==> src/hw/prr_pkg.sv <==
// Package for the preset recall remote port: constants, offsets and rule summary
// Summary of operation
// - Store up to 100 numbered setting conditions; write and read them back.
// - Up to ten groups, each with its own begin and end preset number.
// - A request outside the active group's range is cancelled, nothing recalled.
// - Step-up or step-down recalls next or previous preset within the group.
// - Return moves to the group's first preset and recalls it.
// - Step and return inputs are active low, pulled high when undriven.
// - Pass and fail results each driven active high and active low.
// - Alarm is OR of three alarms, active low, open-collector style.
// - Remote port stays active while under bus or network remote control.
// - Store key writes the condition to the selected, confirmed preset number.
// - Recall key restores the condition at the selected, confirmed preset number.
// - Pass when error ratio lies between thresholds, fail otherwise.
package prr_pkg;
  localparam int PRR_NUM_PRESETS = 100;
  localparam int PRR_NUM_GROUPS = 10;
  localparam int PRR_IDX_W = 7;
  localparam int PRR_GRP_W = 4;
  localparam int PRR_COND_W = 32;
  localparam int PRR_CLK_MHZ = 200;
  localparam int PRR_HOLD_MS = 1000;
  localparam int PRR_HOLD_CYCLES = PRR_HOLD_MS * 1000 * PRR_CLK_MHZ;
  localparam int PRR_CNT_W = 28;
  // Register byte offsets
  localparam logic [11:0] PRR_ADDR_CTRL = 12'h000;
  localparam logic [11:0] PRR_ADDR_STATUS = 12'h004;
  localparam logic [11:0] PRR_ADDR_COND = 12'h008;
  localparam logic [11:0] PRR_ADDR_RDATA = 12'h00C;
  localparam logic [11:0] PRR_ADDR_GROUP = 12'h010;
  localparam logic [11:0] PRR_ADDR_BER = 12'h014;
  localparam logic [11:0] PRR_ADDR_UPPER = 12'h018;
  localparam logic [11:0] PRR_ADDR_LOWER = 12'h01C;
  localparam logic [11:0] PRR_ADDR_ALARM = 12'h020;
  localparam logic [11:0] PRR_ADDR_IRQ_ST = 12'h024;
  localparam logic [11:0] PRR_ADDR_IRQ_EN = 12'h028;
  localparam logic [11:0] PRR_ADDR_IRQ_CLR = 12'h02C;
  // CTRL fields: [6:0] address, [7] confirm, [8] store, [9] recall, [13:10] active group
  localparam int PRR_CTRL_CONFIRM = 7;
  localparam int PRR_CTRL_STORE = 8;
  localparam int PRR_CTRL_RECALL = 9;
  localparam int PRR_CTRL_GRP_LSB = 10;
  // GROUP register: [3:0] group, [14:8] begin, [22:16] end
  localparam int PRR_GRP_BEGIN_LSB = 8;
  localparam int PRR_GRP_END_LSB = 16;
  // Interrupt event bits
  localparam int PRR_EV_RECALL = 0;
  localparam int PRR_EV_CANCEL = 1;
  localparam int PRR_EV_STORE = 2;
  localparam int PRR_NUM_EV = 3;
  localparam int PRR_NUM_ALARMS = 3;
  localparam logic [31:0] PRR_ZERO = 32'h0000_0000;
  typedef enum logic [1:0] {PRR_IDLE, PRR_READ, PRR_DONE} prr_state_type;
endpackage

==> src/hw/prr_top.sv <==
// Preset recall remote port: APB registers, group stepping, judgement and alarm
//
// Decided for this implementation: the register offsets and the APB slave port.
`timescale 1ns/100ps
module prr_top
  import prr_pkg::*;
#(
  parameter int HOLD = PRR_HOLD_CYCLES,
  parameter int NGRP = PRR_NUM_GROUPS,
  parameter int NPRE = PRR_NUM_PRESETS
) (
  input wire logic clock,
  input wire logic rst_b,
  input wire logic psel,
  input wire logic penable,
  input wire logic pwrite,
  input wire logic [11:0] paddr,
  input wire logic [31:0] pwdata,
  output logic [31:0] prdata,
  output logic pready,
  output logic pslverr,
  input wire logic step_up_input_b,
  input wire logic step_down_input_b,
  input wire logic return_input_b,
  output logic pass_out,
  output logic pass_out_b,
  output logic fail_out,
  output logic fail_out_b,
  output logic alarm_out,
  output logic alarm_oe_b,
  output logic recall_valid,
  output logic [PRR_COND_W-1:0] recall_cond,
  output logic irq
);
  // ==========================================================
  // Register bus
  logic [PRR_IDX_W-1:0] sel_addr_q;
  logic confirmed_q;
  logic [PRR_GRP_W-1:0] act_grp_q;
  logic [PRR_COND_W-1:0] cond_q;
  logic [PRR_IDX_W-1:0] begin_q [NGRP];
  logic [PRR_IDX_W-1:0] end_q [NGRP];
  logic [31:0] ber_q;
  logic [31:0] upper_q;
  logic [31:0] lower_q;
  logic [PRR_NUM_ALARMS-1:0] alarm_src_q;
  logic [PRR_NUM_EV-1:0] irq_st_q;
  logic [PRR_NUM_EV-1:0] irq_en_q;
  logic [PRR_IDX_W-1:0] pos_q;
  prr_state_type state_q;
  logic [PRR_IDX_W-1:0] rd_idx_q;
  logic [PRR_COND_W-1:0] mem_rd;
  logic [PRR_COND_W-1:0] last_rd_q;
  logic wr_acc;
  logic rd_acc;
  logic store_req;
  logic recall_req;
  logic up_fire;
  logic dn_fire;
  logic ret_fire;
  logic [PRR_NUM_EV-1:0] ev;
  logic cancel_ev;
  logic start_rd;
  logic [PRR_IDX_W-1:0] tgt_idx;
  logic [PRR_IDX_W-1:0] g_begin;
  logic [PRR_IDX_W-1:0] g_end;
  logic ctrl_wr;
  logic grp_wr;
  logic clr_wr;
  logic store_ok;
  logic recall_ok;
  logic ev_recall;
  logic ev_cancel;
  logic ev_store;
  logic [PRR_IDX_W-1:0] up_idx;
  logic [PRR_IDX_W-1:0] dn_idx;
  logic ber_ge_upper;
  logic ber_le_lower;
  logic alarm_any;
  logic busy;

  function automatic logic addr_known(input logic [11:0] a);
    return a inside {PRR_ADDR_CTRL, PRR_ADDR_STATUS, PRR_ADDR_COND, PRR_ADDR_RDATA,
                     PRR_ADDR_GROUP, PRR_ADDR_BER, PRR_ADDR_UPPER, PRR_ADDR_LOWER,
                     PRR_ADDR_ALARM, PRR_ADDR_IRQ_ST, PRR_ADDR_IRQ_EN, PRR_ADDR_IRQ_CLR};
  endfunction

  function automatic logic write_hit(input logic acc, input logic [11:0] a,
                                     input logic [11:0] off);
    return acc && (a == off);
  endfunction

  // Zero-wait slave: access phase always completes in one cycle
  assign wr_acc = psel && penable && pwrite && addr_known(paddr);
  // Read word is fetched in setup so that it stands through the access phase
  assign rd_acc = psel && !penable && !pwrite;
  assign ctrl_wr = write_hit(wr_acc, paddr, PRR_ADDR_CTRL);
  assign grp_wr = write_hit(wr_acc, paddr, PRR_ADDR_GROUP);
  assign clr_wr = write_hit(wr_acc, paddr, PRR_ADDR_IRQ_CLR);
  assign store_req = ctrl_wr && pwdata[PRR_CTRL_STORE];
  assign recall_req = ctrl_wr && pwdata[PRR_CTRL_RECALL];
  // Both act only when the same write also confirms the address
  assign store_ok = store_req && pwdata[PRR_CTRL_CONFIRM];
  assign recall_ok = recall_req && pwdata[PRR_CTRL_CONFIRM];

  always_ff @(posedge clock) begin
    if (!rst_b) begin
      pready <= 1'b0;
      pslverr <= 1'b0;
      prdata <= PRR_ZERO;
    end else begin
      pready <= psel && !penable;
      pslverr <= psel && !penable && !addr_known(paddr);
      prdata <= PRR_ZERO;
      if (rd_acc) begin
        unique case (paddr)
          PRR_ADDR_CTRL: prdata <= {18'h0_0000, act_grp_q, 2'b00, confirmed_q, sel_addr_q};
          PRR_ADDR_STATUS: prdata <= {23'h00_0000, busy, 1'b0, pos_q};
          PRR_ADDR_COND: prdata <= cond_q;
          PRR_ADDR_RDATA: prdata <= last_rd_q;
          PRR_ADDR_GROUP: prdata <= {9'h000, end_q[act_grp_q], 1'b0, begin_q[act_grp_q],
                                     4'h0, act_grp_q};
          PRR_ADDR_BER: prdata <= ber_q;
          PRR_ADDR_UPPER: prdata <= upper_q;
          PRR_ADDR_LOWER: prdata <= lower_q;
          PRR_ADDR_ALARM: prdata <= {29'h0000_0000, alarm_src_q};
          PRR_ADDR_IRQ_ST: prdata <= {29'h0000_0000, irq_st_q};
          PRR_ADDR_IRQ_EN: prdata <= {29'h0000_0000, irq_en_q};
          default: prdata <= PRR_ZERO;
        endcase
      end
    end
  end

  // ==========================================================
  // Configuration registers
  always_ff @(posedge clock) begin
    if (!rst_b) begin
      sel_addr_q <= '0;
      confirmed_q <= 1'b0;
      act_grp_q <= '0;
    end else if (ctrl_wr) begin
      sel_addr_q <= pwdata[PRR_IDX_W-1:0];
      confirmed_q <= pwdata[PRR_CTRL_CONFIRM];
      // An unknown group number leaves the active group as it was
      if (int'(pwdata[PRR_CTRL_GRP_LSB +: PRR_GRP_W]) < NGRP) begin
        act_grp_q <= pwdata[PRR_CTRL_GRP_LSB +: PRR_GRP_W];
      end
    end
  end

  always_ff @(posedge clock) begin
    if (!rst_b) begin
      cond_q <= PRR_ZERO;
    end else if (write_hit(wr_acc, paddr, PRR_ADDR_COND)) begin
      cond_q <= pwdata;
    end
  end

  // Judgement inputs
  always_ff @(posedge clock) begin
    if (!rst_b) begin
      ber_q <= PRR_ZERO;
      upper_q <= PRR_ZERO;
      lower_q <= PRR_ZERO;
    end else if (wr_acc) begin
      unique case (paddr)
        PRR_ADDR_BER: ber_q <= pwdata;
        PRR_ADDR_UPPER: upper_q <= pwdata;
        PRR_ADDR_LOWER: lower_q <= pwdata;
        default: ;
      endcase
    end
  end

  always_ff @(posedge clock) begin
    if (!rst_b) begin
      alarm_src_q <= '0;
    end else if (write_hit(wr_acc, paddr, PRR_ADDR_ALARM)) begin
      alarm_src_q <= pwdata[PRR_NUM_ALARMS-1:0];
    end
  end

  always_ff @(posedge clock) begin
    if (!rst_b) begin
      irq_en_q <= '0;
    end else if (write_hit(wr_acc, paddr, PRR_ADDR_IRQ_EN)) begin
      irq_en_q <= pwdata[PRR_NUM_EV-1:0];
    end
  end

  // Group table; software keeps end above begin
  genvar gi;
  generate
    for (gi = 0; gi < NGRP; gi++) begin : g_grp
      always_ff @(posedge clock) begin
        if (!rst_b) begin
          begin_q[gi] <= '0;
          end_q[gi] <= '0;
        end else if (grp_wr && (int'(pwdata[PRR_GRP_W-1:0]) == gi)) begin
          begin_q[gi] <= pwdata[PRR_GRP_BEGIN_LSB +: PRR_IDX_W];
          end_q[gi] <= pwdata[PRR_GRP_END_LSB +: PRR_IDX_W];
        end
      end
    end
  endgenerate

  // ==========================================================
  // Remote inputs, active regardless of bus remote mode
  localparam int NPIN = 3;
  logic [NPIN-1:0] pin_b;
  logic [NPIN-1:0] pin_fire;
  // One vector, so every pin gets the very same qualifier
  assign pin_b = {return_input_b, step_down_input_b, step_up_input_b};
  genvar pi;
  generate
    for (pi = 0; pi < NPIN; pi++) begin : g_pin
      prr_sync #(.HOLD(HOLD)) u_sync (
        .clock(clock),
        .rst_b(rst_b),
        .pin_b(pin_b[pi]),
        .fire(pin_fire[pi])
      );
    end
  endgenerate
  assign up_fire = pin_fire[0];
  assign dn_fire = pin_fire[1];
  assign ret_fire = pin_fire[2];

  // ==========================================================
  // Recall sequencing
  assign g_begin = begin_q[act_grp_q];
  assign g_end = end_q[act_grp_q];
  // Stepping saturates at the group ends rather than wrapping
  assign up_idx = (pos_q >= g_end) ? g_end : pos_q + 1'b1;
  assign dn_idx = (pos_q <= g_begin) ? g_begin : pos_q - 1'b1;

  always_comb begin
    tgt_idx = pos_q;
    if (ret_fire) begin
      tgt_idx = g_begin;
    end else if (up_fire) begin
      tgt_idx = up_idx;
    end else if (dn_fire) begin
      tgt_idx = dn_idx;
    end else if (recall_req) begin
      tgt_idx = pwdata[PRR_IDX_W-1:0];
    end
  end

  // Front-panel recall needs a confirmed address; pins act directly
  logic any_req;
  logic in_range;
  assign busy = (state_q != PRR_IDLE);
  assign any_req = ret_fire || up_fire || dn_fire || recall_ok;
  assign in_range = (tgt_idx >= g_begin) && (tgt_idx <= g_end) && (int'(tgt_idx) < NPRE);
  assign start_rd = any_req && in_range && !busy;
  assign cancel_ev = any_req && !in_range;

  // Requests during an active read are dropped; pins are a second apart anyway
  always_ff @(posedge clock) begin
    if (!rst_b) begin
      state_q <= PRR_IDLE;
      pos_q <= '0;
      rd_idx_q <= '0;
      recall_valid <= 1'b0;
      recall_cond <= PRR_ZERO;
      last_rd_q <= PRR_ZERO;
    end else begin
      recall_valid <= 1'b0;
      unique case (state_q)
        PRR_IDLE: begin
          if (start_rd) begin
            rd_idx_q <= tgt_idx;
            pos_q <= tgt_idx;
            state_q <= PRR_READ;
          end
        end
        PRR_READ: state_q <= PRR_DONE;
        PRR_DONE: begin
          recall_cond <= mem_rd;
          last_rd_q <= mem_rd;
          recall_valid <= 1'b1;
          state_q <= PRR_IDLE;
        end
      endcase
    end
  end

  prr_mem #(.DEPTH(NPRE)) u_mem (
    .clock(clock),
    .wr_en(store_ok),
    .wr_addr(pwdata[PRR_IDX_W-1:0]),
    .wr_data(cond_q),
    .rd_addr(rd_idx_q),
    .rd_data(mem_rd)
  );

  // ==========================================================
  // Judgement and alarm pins
  // Upper is the smaller ratio; both bounds count as inside
  assign ber_ge_upper = (ber_q >= upper_q);
  assign ber_le_lower = (ber_q <= lower_q);
  assign alarm_any = |alarm_src_q;
  logic pass_now;
  assign pass_now = ber_ge_upper && ber_le_lower;

  always_ff @(posedge clock) begin
    if (!rst_b) begin
      pass_out <= 1'b0;
      pass_out_b <= 1'b1;
      fail_out <= 1'b0;
      fail_out_b <= 1'b1;
      alarm_out <= 1'b0;
      alarm_oe_b <= 1'b1;
    end else begin
      pass_out <= pass_now;
      pass_out_b <= !pass_now;
      fail_out <= !pass_now;
      fail_out_b <= pass_now;
      alarm_out <= 1'b0;
      alarm_oe_b <= !alarm_any;
    end
  end

  // ==========================================================
  // Interrupts; a new event beats a same-cycle clear
  assign ev_recall = (state_q == PRR_DONE);
  assign ev_cancel = cancel_ev;
  assign ev_store = store_ok;
  always_comb begin
    ev = '0;
    ev[PRR_EV_RECALL] = ev_recall;
    ev[PRR_EV_CANCEL] = ev_cancel;
    ev[PRR_EV_STORE] = ev_store;
  end

  always_ff @(posedge clock) begin
    if (!rst_b) begin
      irq_st_q <= '0;
      irq <= 1'b0;
    end else begin
      if (clr_wr) begin
        irq_st_q <= (irq_st_q & ~pwdata[PRR_NUM_EV-1:0]) | ev;
      end else begin
        irq_st_q <= irq_st_q | ev;
      end
      irq <= |(irq_st_q & irq_en_q);
    end
  end
endmodule

==> src/hw/prr_mem.sv <==
// Preset condition memory with registered read data
`timescale 1ns/100ps
module prr_mem
  import prr_pkg::*;
#(
  parameter int DEPTH = PRR_NUM_PRESETS,
  parameter int WIDTH = PRR_COND_W,
  parameter int AW = PRR_IDX_W
) (
  input wire logic clock,
  input wire logic wr_en,
  input wire logic [AW-1:0] wr_addr,
  input wire logic [WIDTH-1:0] wr_data,
  input wire logic [AW-1:0] rd_addr,
  output logic [WIDTH-1:0] rd_data
);
  logic [WIDTH-1:0] mem [DEPTH];

  always_ff @(posedge clock) begin
    if (wr_en && (int'(wr_addr) < DEPTH)) begin
      mem[wr_addr] <= wr_data;
    end
  end

  always_ff @(posedge clock) begin
    rd_data <= mem[rd_addr];
  end
endmodule

==> src/hw/prr_sync.sv <==
// Three-stage synchroniser and one-second qualifier for an active-low remote input
`timescale 1ns/100ps
module prr_sync
  import prr_pkg::*;
#(
  parameter int HOLD = PRR_HOLD_CYCLES
) (
  input wire logic clock,
  input wire logic rst_b,
  input wire logic pin_b,
  output logic fire
);
  logic s1_q;
  logic s2_q;
  logic s3_q;
  logic [PRR_CNT_W-1:0] cnt_q;
  logic done_q;

  // Reset to high: an undriven pin reads idle
  always_ff @(posedge clock) begin
    if (!rst_b) begin
      s1_q <= 1'b1;
      s2_q <= 1'b1;
      s3_q <= 1'b1;
    end else begin
      s1_q <= pin_b;
      s2_q <= s1_q;
      s3_q <= s2_q;
    end
  end

  // Act once per held assertion; release must be seen before the next
  always_ff @(posedge clock) begin
    if (!rst_b) begin
      cnt_q <= '0;
      done_q <= 1'b0;
      fire <= 1'b0;
    end else begin
      fire <= 1'b0;
      if (!s2_q && !s3_q) begin
        if (!done_q) begin
          if (cnt_q >= PRR_CNT_W'(HOLD - 1)) begin
            fire <= 1'b1;
            done_q <= 1'b1;
          end else begin
            cnt_q <= cnt_q + 1'b1;
          end
        end
      end else if (s2_q && s3_q) begin
        cnt_q <= '0;
        done_q <= 1'b0;
      end
    end
  end
endmodule

==> config.mk <==
export PLATFORM = sky130hd
export DESIGN_NAME = prr_top
export DESIGN_NICKNAME = d
export VERILOG_FILES = /design/src/hw/prr_pkg.sv /design/src/hw/prr_top.sv /design/src/hw/prr_mem.sv /design/src/hw/prr_sync.sv
export SDC_FILE = /design/constraint.sdc
export NUM_CORES = 2
export LEC_CHECK = 0
export BUFFER_PORTS_ARGS = -buffer_cell sky130_fd_sc_hd__clkbuf_2
export CAP_MARGIN = 20
export CORE_MARGIN = 10
export CORE_UTILIZATION = 45
export CTS_CLUSTER_DIAMETER = 30
export DETAILED_ROUTE_END_ITERATION = 7
export SLEW_MARGIN = 20
export SYNTH_ARGS = -nofsm -noshare
export SYNTH_HDL_FRONTEND = slang
export SYNTH_SLANG_ARGS = --single-unit
==> constraint.sdc <==
create_clock -name clock -period 6.2 [get_ports clock]
set_clock_uncertainty 0.15 [all_clocks]
set_input_delay 1.24 -clock clock [delete_from_list [all_inputs] [get_ports clock]]
set_output_delay 1.24 -clock clock [all_outputs]
set_load 0.03 [all_outputs]
==> impl_metrics.yaml <==
routing:
  route.detailed.drc: 0
  drt_iter0_markers: 9215
  ant_nets: 0
  viasPerCell: 5.90
  route.detailed.wl_per_inst_um: 30.9
  firstDrtPassIters: 7
  dr_total_vias: 75900
  drt-total-wl_um: 397000
power:
  p_switching_mw: 13.4
  combPwrFrac_pct: 0.5
  p_per_area_nw_per_um2: 367
  clkPwrFrac_pct: 58.1
  leakagePower_nw: 46.7
  switching_share_pct: 20.6
  p_int_mw: 51.6
  power_frac_seq_pct: 41.5
  vdd_drop_max_v: 0.000362
finish:
  area_growth_pct: 22.0
  layout-drive-gt1-share_pct: 32.9
  fill_cells: 24200
  stdcell_count: 12900
  finish.instance_area_sq_um: 177000
  num-nets-final: 8106
  final_util_pct: 55.1
logic_synthesis:
  yosysMostFrequentCell: "edfxtp_1"
  synth.area.top_cells: "edfxtp_1 (69%), mux4_2 (16%), dfxtp_1 (5.0%), nand2_1 (1.2%), ha_1 (0.89%)"
  synth_warnings: 0
  syn_area_sq_um: 145000
  synth.distinct_cells: 73
  ys_seq_elements: 3706
  syn_nets: 7431
  synth_edf_count: 3340
  synthCells: 7276
  netlist_top_cells_count: "edfxtp_1 (3,340), mux4_2 (1,052), nand2_1 (464)"
  synth_top_cell_by_area: "edfxtp_1"
  synth_top_area_share_pct: 69.1
  synthArstFlopShare_pct: 0
  yosysSeqAreaShare_pct: 74.1
  avgSynthCellArea_sq_um: 20.0
  yosys_most_used_dff: "edfxtp_1"
setup_path:
  critPathArrivalTime_ns: 6.59
  worst-path-max-fanout: 9
  crit_path_end_kind: "register"
  criticalPathCategory: "register to register"
  cp.required_ns: 7.01
  cp-start-kind: "register"
cts:
  cts-root-buf: "clkbuf_16"
  cts_made_buffers: 683
  clk-insertion-delay-late_ns: 1.04
  htreeDepth: 6
  cts_tree: "yes"
  clkTransAtPathRegs_ns: 0.05
  clk_path_buf_depth: 4
  clock-sinks: 3706
placement:
  dp.cells: 11600
  portBuffers: 124
  place.gp.congestion: 0.863
  dpl_cell_area_sq_um: 153000
  dpl_worst_slack_ns: 0.300
  dpl.hpwl_um: 232000
timing:
  final.setup.worst_slack_ns: 0.416
  slew_headroom_pct: 21.6
  min_period_ns: 5.78
  fin_setup_tns_ns: 0
  hold_violations: 0
  setup_violations: 0
  period_share_pct: 93.3
  rsz0062_at_grt: "false"
  finalMaxSlewViolations: 0
  worstMarginPinSlew_ns: 1.17
  max_clock_freq_mhz: 173
global_routing:
  grt_pass1_vias: 77700
  grt_pass1_wl_um: 570000
  grtUsageTotal_pct: 22.5
  grt_overflow: 0
  grt_max_degree: 130
  antenna_found_initial: 40
floorplanning:
  rows: 208
  start_util_pct: 45.2
  core_sq_um: 321000
  die-area_sq_um: 346000
  die_w_um: 588
  io_pins: 126
  die_h_um: 588
outcome:
  status: "finished clean"
run:
  cap_violations: 0
min_path:
  min_path_type: "register to register"
-- repair_timing --
action                     in CTS  in global routing
hold buffers                    0                  0
setup endpoints to repair       0                 10
hold endpoints to repair        0                  0
gates resized for setup         0                  2
buffers inserted                0                  0
-- final timing paths --
kind	startpoint	to	slack [ns]	depth (start not counted)
worst min register to register	g_pin[2].u_sync.s1_q	g_pin[2].u_sync.s2_q	0.27	1
worst min-delay path	g_pin[2].u_sync.s1_q	g_pin[2].u_sync.s2_q	0.27	1
worst max-delay path	register	state_q[1]	0.42	23
worst max register to register	register	state_q[1]	0.42	23
-- area by class of cell --
| cell class | instances | area [sq um] | share of cell area (%) |
|---|---|---|---|
| Antenna cell | 12 | 30.0 | 0.0170 |
| Clock buffer | 778 | 17700 | 10.0 |
| Clock inverter | 497 | 6030 | 3.40 |
| Inverter | 106 | 403 | 0.227 |
| Multi-Input combinational cell | 3050 | 36400 | 20.6 |
| Sequential cell | 3706 | 108000 | 60.9 |
| Tap cell | 4305 | 5390 | 3.04 |
| Timing Repair Buffer | 404 | 3360 | 1.90 |
-- metrics by stage --
step / hold WS [ns] / total power, mW
after floorplan: 0.236 / 27.5
final: 0.270 / 64.9
after global placement: 0.262 / 27.7
after global routing: 0.247 / 66.7
after CTS: 0.203 / 65.4
after detailed placement: 0.261 / 27.7
-- power groups by stage --
stage	combinational [mW]	sequential, mW	clock, mW
after floorplan	0.134	27.4	0
after global placement	0.289	27.4	0
after detailed placement	0.291	27.4	0
after CTS	0.292	26.9	38.2
after global routing	0.309	26.9	39.4
final	0.295	26.9	37.7
-- worst max-delay path, cell delays in order (launching register included) --
cell,delay (ns)
dfxtp_2,0.52
buf_4,0.31
mux4_2,0.57
o22ai_1,0.34
a21oi_1,0.11
inv_1,0.18
ha_1,0.28
a21oi_1,0.16
o21ai_0,0.16
a21o_1,0.27
nand2_1,0.09
a21oi_1,0.06
a211o_1,0.30
ha_1,0.34
nor2b_1,0.14
o21a_1,0.16
o21ai_0,0.19
a21oi_1,0.11
a2111oi_0,0.35
o21ai_0,0.18
a31oi_2,0.19
buf_4,0.17
a21o_1,0.17
mux2i_1,0.21
-- flip-flops by register name, indices dropped and copies added, names as in the netlist, 70 cells and up, named ones only --
register,flops
g_pin.u_sync.cnt_q,84
begin_q,70
end_q,70
u_mem.mem,3200
-- placed cells by master (no fill, tap or decap), drive strengths merged, types with 48 or more instances in the layout --
master,netlist,final
nand3,50,50
xnor2,48,48
mux4,1052,1052
a21oi,208,208
ha,103,103
clkbuf,288,902
bufinv,0,91
buf,126,280
edfxtp,3340,3340
clkinv,0,255
nand2,465,465
o21ai,104,104
inv,106,191
clkinvlp,0,66
dfxtp,366,366
nor2,314,314
mux2i,108,108
and2,149,149
-- routing by layer --
| layer | vias to the layer above | global-route usage [%] | wire length (um) |
|---|---|---|---|
| li1 | 31300 | - | - |
| met3 | 642 | 4.99 | 36100 |
| met5 | - | 0 | 55 |
| met2 | 3740 | 35.7 | 189000 |
| met4 | 8 | 6.92 | 12300 |
| met1 | 40200 | 31.4 | 160000 |
-- logic make-up after synthesis --
kind of cell / synth area share, %
multiplexers: 17.4
other: 0.00258
AO/OA/AOI/OAI: 2.08
buffers and inverters: 1.37
XOR/XNOR: 0.495
adder cells (fa/ha/maj): 0.888
flip-flops: 74.1
AND/OR/NAND/NOR: 3.69
(Power assumes the default switching activity.)
